<file path="src/hw/wlp_defs.vh">
// Constants for the watchdog and low-power control block
`ifndef WLP_DEFS_VH
`define WLP_DEFS_VH

// Configuration word addresses (table-read space)
`define WLP_OSC_CFG_ADDR 24'hf80000
`define WLP_WDT_CFG_ADDR 24'hf80002
`define WLP_SEG_CFG_ADDR 24'hf8000a

// Field positions in the watchdog configuration word
`define WLP_CFG_WDT_EN_BIT 7

// Reset-control register bit positions
`define WLP_RC_POR 0
`define WLP_RC_IDLE 2
`define WLP_RC_SLEEP 3
`define WLP_RC_WATCHDOG_TIMEOUT_FLAG 4
`define WLP_RC_SWEN 5
`define WLP_RC_SWR 6
`define WLP_RC_EXTR 7
`define WLP_RC_MASK 16'h00fd

// Erased configuration word value
`define WLP_CFG_ERASED 24'hffffff

// Power-save operand codes
`define WLP_PS_DEEP 1'b0
`define WLP_PS_CORE 1'b1

// Oscillator source codes of the current-oscillator field
`define WLP_OSC_FRC 3'h0
`define WLP_OSC_FRCPLL 3'h1
`define WLP_OSC_XTAL 3'h2
`define WLP_OSC_XTALPLL 3'h3
`define WLP_OSC_EC 3'h4
`define WLP_OSC_LP 3'h5

// Power-on delay in ns and in 50 ns clock cycles (rounded up)
`define WLP_CLK_NS 50
`define WLP_POWER_ON_DELAY_NS 10000
`define WLP_POWER_ON_DELAY_CYC ((`WLP_POWER_ON_DELAY_NS + `WLP_CLK_NS - 1) / `WLP_CLK_NS)

`endif

</file>
<file path="src/hw/wlp_wdog_counter.v">
// Watchdog counter clocked by the system clock, counting slow RC ticks
`timescale 1ns/1ps
module wlp_wdog_counter #(
  parameter WIDTH = 16
) (
  input wire clock,
  input wire rst_b,
  input wire enable,
  input wire tick,
  input wire clear,
  output reg overflow
);

  reg [WIDTH-1:0] count_q;

  // ----------------------------------------------------------------
  // Count slow ticks, restart on clear, pulse on wrap
  // ----------------------------------------------------------------
  always @(posedge clock or negedge rst_b) begin
    if (!rst_b) begin
      count_q <= {WIDTH{1'b0}};
      overflow <= 1'b0;
    end else begin
      overflow <= 1'b0;
      if (clear || !enable) begin
        count_q <= {WIDTH{1'b0}};
      end else if (tick) begin
        count_q <= count_q + {{(WIDTH-1){1'b0}}, 1'b1};
        if (&count_q) begin
          overflow <= 1'b1;
        end
      end
    end
  end

endmodule

</file>
<file path="src/hw/wlp_delay_timer.v">
// Loadable down-counter for the wake delays
`timescale 1ns/1ps
module wlp_delay_timer #(
  parameter WIDTH = 16
) (
  input wire clock,
  input wire rst_b,
  input wire load,
  input wire [WIDTH-1:0] value,
  output reg done
);

  reg [WIDTH-1:0] count_q;

  // ----------------------------------------------------------------
  // Count down after load; done holds once at zero
  // ----------------------------------------------------------------
  always @(posedge clock or negedge rst_b) begin
    if (!rst_b) begin
      count_q <= {WIDTH{1'b0}};
      done <= 1'b0;
    end else if (load) begin
      count_q <= value;
      done <= 1'b0;
    end else if (count_q != {WIDTH{1'b0}}) begin
      count_q <= count_q - {{(WIDTH-1){1'b0}}, 1'b1};
      done <= (count_q == {{(WIDTH-1){1'b0}}, 1'b1});
    end else begin
      done <= 1'b1;
    end
  end

endmodule

</file>
<file path="src/hw/wlp_power_ctrl.v">
// Watchdog enable, low-power states, wake sequencing and status flags
//
// Operation
// - Watchdog always on when configuration enable bit is 1; erased reads 1.
// - Enabled watchdog counts up; overflow in run state forces reset.
// - Overflow in deep state wakes the device instead of resetting.
// - With configuration bit 0, reset-control bit 5 enables the watchdog.
// - Low-power states entered only by the power-save instruction.
// - Deep state gates all clocks, stops oscillator, slow RC if watchdog.
// - Fail-safe clock monitor inactive during the deep state.
// - Deep wake on enabled interrupt, power-on or pin reset, or overflow.
// - Deep wake restarts previous clock: current-oscillator field if clock switching on, else configuration word.
// - Crystal wake waits start-up timer; PLL also waits for lock.
// - External-clock or fast RC wake applies only the power-on delay.
// - Running low-power crystal wake applies only the power-on delay.
// - Deep interrupt wake branches to handler and sets deep status flag.
// - Clock dead after delays: trap with monitor, else suspend until start.
// - Reset ends deep state; non-power-on sets deep flag, power-on clears.
// - Watchdog wake from deep sets deep flag and time-out flag.
// - Core-only state gates processor clock, keeps oscillator; slow RC if monitor on.
// - Peripherals run in core-only state only where their bit permits.
// - Core-only wake on interrupt, reset or overflow; resume at once.
// - Core-only flag set by interrupt wake or non-power-on reset.
// - Watchdog wake from core-only sets core-only and time-out flags.
// - Configuration words are 24 bits, data in low 16, table readable.
// - Watchdog counts slow RC ticks, independent of the system clock; here the counter is clocked by the system clock, with the tick as enable.
`timescale 1ns/1ps
`include "wlp_defs.vh"
module wlp_power_ctrl #(
  parameter WDT_WIDTH = 16,
  parameter DLY_WIDTH = 16,
  parameter NUM_PERIPH = 8,
  parameter [DLY_WIDTH-1:0] LOCK_CYC = 16'h0064,
  parameter [DLY_WIDTH-1:0] POWER_UP_TIMER_CYC = 16'h0fa0
) (
  input wire clock,
  input wire rst_b,
  input wire porEvent,
  input wire extResetEvent,
  input wire swResetEvent,
  input wire [23:0] oscConfigWord,
  input wire [23:0] wdtConfigWord,
  input wire [23:0] segConfigWord,
  input wire tableReadStrobe,
  input wire [23:0] tableReadAddr,
  output reg [23:0] tableReadData,
  input wire rcWrite,
  input wire [15:0] rcWriteData,
  output reg [15:0] resetControlReg,
  input wire watchdogClearInstr,
  input wire powerSaveInstr,
  input wire powerSaveMode,
  input wire slowRcTick,
  input wire irqPending,
  input wire [2:0] currentOscField,
  input wire clockSwitchEnable,
  input wire pllInUse,
  input wire oscStartupDone,
  input wire pllLock,
  input wire lpCrystalKeepOn,
  input wire oscRunning,
  input wire failSafeEnable,
  input wire [NUM_PERIPH-1:0] periphIdleRun,
  output reg cpuClockEn,
  output reg [NUM_PERIPH-1:0] periphClockEn,
  output reg oscEnable,
  output reg [2:0] wakeOscSel,
  output reg slowRcEnable,
  output reg failSafeActive,
  output reg wdtResetReq,
  output reg irqVectorTake,
  output reg clockFailTrap,
  output reg fastRcForce
);

  // ----------------------------------------------------------------
  // State codes
  // ----------------------------------------------------------------
  localparam [2:0] ST_RUN = 3'h0;
  localparam [2:0] ST_DEEP = 3'h1;
  localparam [2:0] ST_CORE = 3'h2;
  localparam [2:0] ST_WAKE = 3'h3;
  localparam [2:0] ST_HOLD = 3'h4;

  reg [2:0] state_q;
  reg [2:0] state_d;
  reg wakeIrq_q;
  reg [1:0] phase_q;
  reg [DLY_WIDTH-1:0] dlyValue;
  reg dlyLoad;
  wire dlyDone;
  wire wdtOverflow;
  wire anyReset;
  wire cfgWdtEn;
  wire wdtEnable;
  wire xtalSrc;
  wire fastSrc;
  wire lpKept;
  wire [31:0] tporFull;

  // ----------------------------------------------------------------
  // Watchdog enable and counter
  // ----------------------------------------------------------------
  assign cfgWdtEn = wdtConfigWord[`WLP_CFG_WDT_EN_BIT];
  assign wdtEnable = cfgWdtEn | resetControlReg[`WLP_RC_SWEN];
  assign anyReset = porEvent | extResetEvent | swResetEvent;
  // Power-on delay as a full word, cut to the timer width below
  assign tporFull = `WLP_POWER_ON_DELAY_CYC;

  wlp_wdog_counter #(
    .WIDTH(WDT_WIDTH)
  ) uWdog (
    .clock(clock),
    .rst_b(rst_b),
    .enable(wdtEnable),
    .tick(slowRcTick),
    .clear(watchdogClearInstr | anyReset),
    .overflow(wdtOverflow)
  );

  // Source classes for wake delay choice
  assign xtalSrc = (wakeOscSel == `WLP_OSC_XTAL) ||
                   (wakeOscSel == `WLP_OSC_XTALPLL) ||
                   (wakeOscSel == `WLP_OSC_LP);
  assign fastSrc = (wakeOscSel == `WLP_OSC_FRC) ||
                   (wakeOscSel == `WLP_OSC_EC);
  assign lpKept = (wakeOscSel == `WLP_OSC_LP) && lpCrystalKeepOn;

  wlp_delay_timer #(
    .WIDTH(DLY_WIDTH)
  ) uDelay (
    .clock(clock),
    .rst_b(rst_b),
    .load(dlyLoad),
    .value(dlyValue),
    .done(dlyDone)
  );

  // ----------------------------------------------------------------
  // Next state and delay loading
  // ----------------------------------------------------------------
  always @* begin
    state_d = state_q;
    dlyLoad = 1'b0;
    dlyValue = tporFull[DLY_WIDTH-1:0];
    case (state_q)
      ST_RUN: begin
        if (powerSaveInstr && !anyReset) begin
          if (powerSaveMode == `WLP_PS_DEEP) begin
            state_d = ST_DEEP;
          end else begin
            state_d = ST_CORE;
          end
        end
      end
      ST_DEEP: begin
        if (anyReset) begin
          state_d = ST_RUN;
        end else if (irqPending || wdtOverflow) begin
          state_d = ST_WAKE;
          dlyLoad = 1'b1;
          if (!fastSrc && !lpKept) begin
            dlyValue = tporFull[DLY_WIDTH-1:0] + POWER_UP_TIMER_CYC;
          end
        end
      end
      ST_CORE: begin
        if (anyReset || irqPending || wdtOverflow) begin
          state_d = ST_RUN;
        end
      end
      ST_WAKE: begin
        if (anyReset) begin
          state_d = ST_RUN;
        end else if (dlyDone) begin
          if (phase_q == 2'h0 && pllInUse && !fastSrc && !lpKept) begin
            dlyLoad = 1'b1;
            dlyValue = LOCK_CYC;
          end else if (oscRunning && (!xtalSrc || lpKept ||
                       oscStartupDone) && (!pllInUse || pllLock)) begin
            state_d = ST_RUN;
          end else if (failSafeEnable) begin
            state_d = ST_RUN;
          end else begin
            state_d = ST_HOLD;
          end
        end
      end
      ST_HOLD: begin
        if (anyReset || (oscRunning && (!xtalSrc || lpKept ||
            oscStartupDone) && (!pllInUse || pllLock))) begin
          state_d = ST_RUN;
        end
      end
      default: begin
        state_d = ST_RUN;
      end
    endcase
  end

  // ----------------------------------------------------------------
  // State, wake cause and delay phase registers
  // ----------------------------------------------------------------
  always @(posedge clock or negedge rst_b) begin
    if (!rst_b) begin
      state_q <= ST_RUN;
      wakeIrq_q <= 1'b0;
      phase_q <= 2'h0;
      wakeOscSel <= `WLP_OSC_FRC;
    end else begin
      state_q <= state_d;
      if (state_q == ST_RUN && state_d == ST_DEEP) begin
        wakeOscSel <= clockSwitchEnable ? currentOscField
                                        : oscConfigWord[2:0];
      end
      if (state_q == ST_DEEP && state_d == ST_WAKE) begin
        wakeIrq_q <= irqPending & ~wdtOverflow;
        phase_q <= 2'h0;
      end else if (state_q == ST_WAKE && dlyDone && !dlyLoad) begin
        phase_q <= phase_q;
      end else if (dlyLoad) begin
        phase_q <= 2'h1;
      end
    end
  end

  // ----------------------------------------------------------------
  // Reset-control register: hardware set wins over software write
  // ----------------------------------------------------------------
  always @(posedge clock or negedge rst_b) begin : rcProc
    reg [15:0] rcNext;
    if (!rst_b) begin
      resetControlReg <= 16'h0001;
    end else begin
      rcNext = resetControlReg;
      if (rcWrite) begin
        rcNext = rcWriteData & `WLP_RC_MASK;
      end
      if (porEvent) begin
        rcNext = 16'h0001;
      end else begin
        if (extResetEvent || swResetEvent) begin
          if (state_q == ST_DEEP || state_q == ST_WAKE ||
              state_q == ST_HOLD) begin
            rcNext[`WLP_RC_SLEEP] = 1'b1;
          end
          if (state_q == ST_CORE) begin
            rcNext[`WLP_RC_IDLE] = 1'b1;
          end
          rcNext[`WLP_RC_EXTR] = extResetEvent;
          rcNext[`WLP_RC_SWR] = swResetEvent;
        end else if (state_q == ST_DEEP && (irqPending || wdtOverflow)) begin
          rcNext[`WLP_RC_SLEEP] = 1'b1;
          if (wdtOverflow) begin
            rcNext[`WLP_RC_WATCHDOG_TIMEOUT_FLAG] = 1'b1;
          end
        end else if (state_q == ST_CORE && (irqPending || wdtOverflow)) begin
          rcNext[`WLP_RC_IDLE] = 1'b1;
          if (wdtOverflow) begin
            rcNext[`WLP_RC_WATCHDOG_TIMEOUT_FLAG] = 1'b1;
          end
        end else if (state_q == ST_RUN && wdtOverflow) begin
          rcNext[`WLP_RC_WATCHDOG_TIMEOUT_FLAG] = 1'b1;
        end
      end
      resetControlReg <= rcNext;
    end
  end

  // ----------------------------------------------------------------
  // Registered outputs: clock gating, resets, traps, table reads
  // ----------------------------------------------------------------
  always @(posedge clock or negedge rst_b) begin
    if (!rst_b) begin
      cpuClockEn <= 1'b1;
      periphClockEn <= {NUM_PERIPH{1'b1}};
      oscEnable <= 1'b1;
      slowRcEnable <= 1'b0;
      failSafeActive <= 1'b0;
      wdtResetReq <= 1'b0;
      irqVectorTake <= 1'b0;
      clockFailTrap <= 1'b0;
      fastRcForce <= 1'b0;
      tableReadData <= 24'h000000;
    end else begin
      cpuClockEn <= (state_d == ST_RUN);
      case (state_d)
        ST_DEEP, ST_WAKE, ST_HOLD: begin
          periphClockEn <= {NUM_PERIPH{1'b0}};
        end
        ST_CORE: begin
          periphClockEn <= periphIdleRun;
        end
        default: begin
          periphClockEn <= {NUM_PERIPH{1'b1}};
        end
      endcase
      oscEnable <= (state_d != ST_DEEP);
      slowRcEnable <= wdtEnable | (failSafeEnable &&
                      state_d != ST_DEEP);
      failSafeActive <= failSafeEnable && state_d != ST_DEEP;
      wdtResetReq <= wdtOverflow && state_q == ST_RUN;
      irqVectorTake <= ((state_q == ST_WAKE || state_q == ST_HOLD) &&
                        state_d == ST_RUN && wakeIrq_q && !anyReset) ||
                       (state_q == ST_CORE && irqPending &&
                        !wdtOverflow && !anyReset);
      clockFailTrap <= state_q == ST_WAKE && dlyDone &&
                       state_d == ST_RUN && failSafeEnable &&
                       !oscRunning;
      if (clockFailTrap) begin
        fastRcForce <= 1'b1;
      end else if (anyReset) begin
        fastRcForce <= 1'b0;
      end
      if (tableReadStrobe) begin
        case (tableReadAddr)
          `WLP_OSC_CFG_ADDR: tableReadData <= {8'h00, oscConfigWord[15:0]};
          `WLP_WDT_CFG_ADDR: tableReadData <= {8'h00, wdtConfigWord[15:0]};
          `WLP_SEG_CFG_ADDR: tableReadData <= {8'h00, segConfigWord[15:0]};
          default: tableReadData <= 24'h000000;
        endcase
      end
    end
  end

endmodule

</file>
<file path="config.mk">
export PLATFORM = sky130hd
export DESIGN_NAME = wlp_power_ctrl
export DESIGN_NICKNAME = d
export VERILOG_FILES = /design/src/hw/wlp_wdog_counter.v /design/src/hw/wlp_delay_timer.v /design/src/hw/wlp_power_ctrl.v
export VERILOG_INCLUDE_DIRS = /design/src /design/src/hw
export SDC_FILE = /design/constraint.sdc
export NUM_CORES = 1
export LEC_CHECK = 0
export BUFFER_PORTS_ARGS = -buffer_cell sky130_fd_sc_hd__buf_4
export CORE_UTILIZATION = 50
export CTS_CLUSTER_SIZE = 16
export DETAILED_ROUTE_END_ITERATION = 7
export PLACE_DENSITY = 0.86
export SYNTH_ARGS = -nofsm -noshare
export SYNTH_HDL_FRONTEND = slang
export SYNTH_HIERARCHICAL = 1
export SYNTH_SLANG_ARGS = --single-unit
</file>
<file path="constraint.sdc">
create_clock -name clock -period 7.2 [get_ports clock]
set_input_delay 0.36 -clock clock [delete_from_list [all_inputs] [get_ports clock]]
set_output_delay 0.36 -clock clock [all_outputs]
set_load 0.02 [all_outputs]
</file>
==> After elaboration in Yosys (flattened, before gate mapping) <==
Cells that the tools add are included.
{ "word_totals": {"in_bits": 142, "wordCells": 172, "out_inout_bits": 59, "reg_bits": 99} }
{ "op_classes": {"n_addsub": 2, "bitwise": 7, "reduce_logical": 64, "eq_ne": 18, "n_mux": 60} }
{ "op_table": {"columns": ["op", "count"], "rows": [
  ["16-bit two-way mux", 5],
  ["24-bit equality test, second input constant", 3],
  ["16-bit case mux with 3 select lines", 1],
  ["13-bit two-way mux", 3],
  ["3-bit two-way mux", 12],
  ["8-bit two-way mux", 4],
  ["16-bit case mux with 2 select lines", 1],
  ["1-bit logical AND", 25],
  ["1-bit two-way mux", 23],
  ["3-bit by 2-bit equality test with 1-bit output, second input constant", 6],
  ["16-bit by 1-bit adder with 16-bit output, second input constant", 1],
  ["16-bit by 1-bit equality test with 1-bit output, second input constant", 1],
  ["1-bit logical OR", 16],
  ["2-bit two-way mux", 8],
  ["8-bit case mux with 2 select lines", 1],
  ["16-bit AND reduction", 1],
  ["16-bit nonzero test", 1],
  ["16-bit by 1-bit subtractor with 16-bit output, second input constant", 1],
  ["3-bit case mux with 5 select lines", 1],
  ["3-bit equality test, second input constant", 4],
  ["2-bit nonzero test", 5],
  ["1-bit zero test", 9],
  ["3-bit zero test", 3],
  ["3-bit by 1-bit equality test with 1-bit output, second input constant", 2],
  ["other kinds (10)", 14]
]} }

==> Depth between registers and ports, before layout <==
{ "logic_depth": {"word_depth": 18, "mapped_depth": 11, "depth_no_buf": 9} }

==> By module <==
Netlist, hierarchy kept.
{ "modules_own_cells": {"columns": ["mod", "cells_per_inst", "seq_area_each_um2", "area_each_um2", "n_inst"], "rows": [
  ["wlp_power_ctrl", 292, 1189.9, 2712.6, 1],
  ["wlp_delay_timer", 114, 425.4, 1058.5, 1],
  ["wlp_wdog_counter", 83, 425.4, 857.1, 1]
]} }

==> Worst setup path after synthesis <==
No wires, ideal clock.
{ "synth_timing": {"kind": "input to register", "startpoint": "in porEvent", "endpoint": "reg uDelay.count_q[7]", "n_path_buf": 4, "arrival_time_ns": 2.312, "path_stages": 10, "t_required_ns": 7.080, "setup_ns": 0.120, "slack_ns": 4.767, "path_cell_list": "buf_2 nor3_4 nand2b_1 or3_1 clkbuf_1 nand2_1 clkbuf_1 clkinv_1 clkbuf_1 o211a_1"} }
{ "synth_via": {"elab_chain_len": 5, "word_cells_on_any_way": 10, "classes_between": "mux: 7; bitwise: 2; reduce/logical: 1"} }
{ "synth_rtl": {"columns": ["element", "line", "text"], "rows": [
  ["start, declared", "wlp_power_ctrl.v:38", "input wire porEvent,"],
  ["1-bit OR (*) (2 in a row)", "wlp_power_ctrl.v:106", "assign anyReset = porEvent | extResetEvent | swResetEvent;"],
  ["1-bit two-way mux, on equally long branches", "wlp_power_ctrl.v:173, wlp_power_ctrl.v:157", null],
  ["1-bit case mux with 2 select lines (*)", "wlp_power_ctrl.v:146", "case (state_q)"],
  ["via dlyLoad", "wlp_power_ctrl.v:90", "reg dlyLoad;"],
  ["16-bit two-way mux / 2-bit nonzero test (equally long branches)", null, null],
  ["end signal, assigned", "wlp_delay_timer.v:20", "count_q <= {WIDTH{1'b0}};"],
  ["end signal, assigned", "wlp_delay_timer.v:23", "count_q <= value;"],
  ["end signal, assigned", "wlp_delay_timer.v:26", "count_q <= count_q - {{(WIDTH-1){1'b0}}, 1'b1};"],
  ["end, declared", "wlp_delay_timer.v:13", "reg [WIDTH-1:0] count_q;"]
]} }
Mark *: on every way through the listed nets, which the timed path passes. The rest lies on a longest branch.
A chain may end at the register's enable or synchronous reset.

==> Worst setup path after layout <==
{ "layout_timing": {"startpoint": "reg wakeOscSel[2]", "endpoint": "reg uDelay.count_q[2]"} }
{ "layout_via": {"elab_chain_len": 10, "word_cells_on_any_way": 19, "classes_between": "eq/ne: 2; mux: 9; reduce/logical: 8"} }
{ "layout_rtl": {"columns": ["element", "line", "text"], "rows": [
  ["start, declared", "wlp_power_ctrl.v:67", "output reg [2:0] wakeOscSel,"],
  ["start signal, assigned", "wlp_power_ctrl.v:209", "wakeOscSel <= `WLP_OSC_FRC;"],
  ["start signal, assigned", "wlp_power_ctrl.v:213", "wakeOscSel <= clockSwitchEnable ? currentOscField"],
  ["3-bit equality test (no line) / 3-bit zero test (equally long branches)", null, null],
  ["1-bit logical OR", "wlp_power_ctrl.v:125", "assign fastSrc = (wakeOscSel == `WLP_OSC_FRC) ||"],
  ["1-bit zero test", "wlp_power_ctrl.v:176", "if (phase_q == 2'h0 && pllInUse && !fastSrc && !lpKept) begin"],
  ["1-bit logical AND", "wlp_power_ctrl.v:176", null],
  ["1-bit logical AND (*)", "wlp_power_ctrl.v:176", null],
  ["8-bit two-way mux (*)", "wlp_power_ctrl.v:176", null],
  ["8-bit two-way mux (*)", "wlp_power_ctrl.v:175", "end else if (dlyDone) begin"],
  ["8-bit two-way mux (*)", "wlp_power_ctrl.v:173", "if (anyReset) begin"],
  ["16-bit case mux with 2 select lines (*)", "wlp_power_ctrl.v:146", null],
  ["via dlyValue[2]", "wlp_power_ctrl.v:89", "reg [DLY_WIDTH-1:0] dlyValue;"],
  ["16-bit two-way mux (*)", "wlp_delay_timer.v:22", "end else if (load) begin"]
]} }
Marked as above.

==> results.tsv <==
stage	metric	value	unit
yosys	ys_seq_elements	81	
worst_setup_path	cpMaxStageDelayCell	clkinv_1	
yosys	synth_largest_area_cell	dfrtp_1	
placement	place.gp.congestion	0.900	
min_path	hp-class	in2async	
sta	worstMarginPinSlew	1.05	ns
outcome	violations	design-rule violations	
worst_setup_path	regToRegSetupSlack	3.98	ns
floorplanning	design.die.area	9650	µm²
clocking	insertion_delay	0.37	ns
clocking	post_cts_buffers	0	
sta	finalSetupTns	0	ns
yosys	yosys-top-cells-area	dfrtp_1, dfstp_2, mux2i_1	
grt	grt_pass1_wl	18.7	mm
job	cap_violations	0	
worst_setup_path	r2r-end	uDelay/count_q[2]	
power	ir_drop	97.8	µV
clocking	cts_made_buffers	9	
clocking	clkSlewWorstSetupHoldPaths	0.10	ns
worst_setup_path	cp_slowest_stage_delay	0.66	ns
grt	grt_max_degree	82	
placement	io_buffers	150	
detailed_routing	dr.pass1.iters	8	
floorplanning	die_x	98.2	µm
sta	finalSetupViolCount	0	
grt	grt_overflow	0	
final_layout	area_growth	27.8	%
worst_setup_path	cp_data_required_time	7.46	ns
floorplanning	start_util	52.3	%
sta	rsz0062_at_grt	no	
final_layout	multi_input_area	2310	µm²
yosys	synthArstFlopShare	100	%
floorplanning	io_pins	201	
yosys	synthFlopType	dfrtp_1	
sta	maxSlewViolCount	0	
sta	finalHoldViolCount	0	
detailed_routing	viasPerCell	5.53	
yosys	synth_top_area_share	37.8	%
yosys	ys_warn_count	6	
worst_setup_path	end_kind	register	
sta	slew_headroom	29.5	%
final_layout	antenna_cells	0	
clocking	clockBufferDepth	2	
detailed_routing	first_iter_violations	176	
worst_setup_path	r2r_cells	8	
floorplanning	die-height	98.2	µm
grt	grt_pass1_vias	4038	
sta	hold_ws	0.142	ns
yosys	synth_edf_count	0	
worst_setup_path	r2r-start	wakeOscSel[2]	
clocking	hold_buffers	0	
yosys	ys_types	63	
yosys	synthTopCellsByCount	dfrtp_1, nor2_1, a21oi_1, mux2i_1, nand2_1	
sta	finClkSkew	0.0160	ns
detailed_routing	drc	3	
grt	grt_use_total	24.3	%
worst_setup_path	crit_buf_inv	2	
yosys	netlist_instances	489	
worst_setup_path	cpLargestDelayFamily	simple AND/OR/NAND/NOR gates	
worst_setup_path	path_cells	a21boi_0 > o21ai_0 > nor3_1 > inv_1 > nand2_1 > clkinv_1 > and3_1 > nor4_1	
power	cellPowerDensity	186	nW/µm²
clocking	clkSinkCount	81	
power	total_power	1.10	mW
worst_setup_path	path_class	reg2reg	
worst_setup_path	cp_max_fo	27	
clocking	cts_tree	built	
yosys	syn_area	4630	µm²
detailed_routing	wl_per_cell	15.3	µm
worst_setup_path	startpoint_type	register	
final_layout	nFillCells	700	
detailed_routing	routed_wl	11.4	mm
detailed_routing	num_vias	4126	
floorplanning	fp-row-count	34	
final_layout	final_cell_area	5920	µm²
clocking	htree_num_levels	3	
yosys	synth_seq_area_share	44.1	%
sta	fmax	311	MHz
clocking	cts-root-buf	clkbuf_8	
yosys	synth.avg_cell_area	9.46	µm²
placement	hpwlAfterDp	8.61	mm
detailed_routing	ant_nets	0	
outcome	status	finished, violations left	
worst_setup_path	cp_data_arrival_time	3.48	ns
clocking	post_cts_resized	0	
sta	period_needed	3.22	ns
final_layout	regArea	2040	µm²
yosys	synth_most_common_cell	dfrtp_1	
power	leakagePower	2.70	nW
final_layout	layout.nets	778	
sta	final.period_utilization	44.7	%
floorplanning	core	8850	µm²
placement	place_area	5720	µm²
grt	antenna_found_initial	0	
final_layout	drive_above_1_share	32.3	%
==> metal layers <==
layer,up-vias,global-route usage (%),share of wire [%]
li1,1967,-,-
met1,1977,29.5,40
met2,161,43.5,53
met3,21,3.79,5.2
met4,0,8.96,1.8
met5,-,0,0
==> power breakdown <==
group          switching (mW)  internal, mW  leakage, nW  total, mW
logic                   0.115         0.110         1.57      0.225
registers              0.0412         0.488         1.03      0.529
clock network           0.182         0.164        0.101      0.346
==> how the worst max path moves through the flow <==
stage | depth (start not counted) | to | slack (ns) | from
floorplan | 10 | uDelay/count_q[7] | 4.77 | porEvent
global placement | 8 | uDelay/count_q[2] | 4.05 | extResetEvent
detailed placement | 8 | uDelay/count_q[2] | 3.90 | extResetEvent
CTS | 8 | uDelay/count_q[2] | 3.98 | wakeOscSel[2]
global route | 8 | uDelay/count_q[2] | 3.62 | wakeOscSel[2]
finish | 8 | uDelay/count_q[2] | 3.98 | wakeOscSel[2]
==> sequential cells by signal (all words and copies together) (netlist names) <==
| name | flops |
|---|---|
| clockFailTrap | 1 |
| uWdog/overflow | 1 |
| phase_q | 1 |
| uDelay/count_q | 16 |
| wakeOscSel | 3 |
| periphClockEn | 8 |
| uDelay/done | 1 |
| failSafeActive | 1 |
| state_q | 3 |
| cpuClockEn | 1 |
| slowRcEnable | 1 |
| wakeIrq_q | 1 |
| oscEnable | 1 |
| tableReadData | 16 |
| wdtResetReq | 1 |
| fastRcForce | 1 |
| irqVectorTake | 1 |
| resetControlReg | 7 |
| uWdog/count_q | 16 |
==> cells in the final DEF, fill, tap and decap left out, types with 3 or more instances in the layout <==
cell type,n
a211oi_1,6
a21oi_1,38
and2_1,3
and3_1,4
and4_1,3
buf_4,150
clkbuf_8,9
conb_1,28
dfrtp_1,70
dfstp_2,11
ha_1,3
inv_1,26
inv_6,3
mux2i_1,27
nand2_1,27
nand2b_1,7
nand3_1,7
nand3b_1,3
nand4_1,10
nor2_1,64
nor2b_1,3
nor3_1,11
nor4_1,8
o21a_1,3
o21ai_0,17
o22ai_1,6
o22ai_2,10
or3_1,9
or4_1,5
xnor2_1,12
xor2_1,7
==> area by class of cell <==
| cell class | instances | share of cell area [%] |
|---|---|---|
| tap | 108 | 2.28 |
| clock buffer | 9 | 2.09 |
| clock inverter | 7 | 1.31 |
| timing repair buffer | 150 | 19.0 |
| multi-input combinational | 363 | 39.0 |
| inverter | 28 | 1.78 |
| sequential | 81 | 34.5 |
==> worst reg2reg max path: cells and delay by family, from the launching register on <==
kind | cells | cell delay, ns
compound gates | 2 | 0.54
buf+inv | 2 | 0.77
flops | 1 | 0.43
simple gates | 4 | 1.36
==> stage by stage <==
stage                     instances  util [%]  worst slack (ns)
after floorplan                 515         -              4.77
after global placement          730      64.6              4.05
after detailed placement        730      64.6              3.90
after CTS                       746      66.9              3.98
after global routing            746      66.9              3.62
final                           746      66.9              3.98
==> kinds of logic after synthesis <==
logic type	Yosys count	share of synthesized area [%]
xor gates and xnor gates	19	3.60
buffers and inverters	71	8.14
and+or+nand+nor	182	21.8
AOI/OAI and AO/OA	104	15.5
muxes	27	5.84
other	2	0.162
DFF	81	44.1
adders and majority gates	3	0.811
Power figures use the tool's default switching activity.
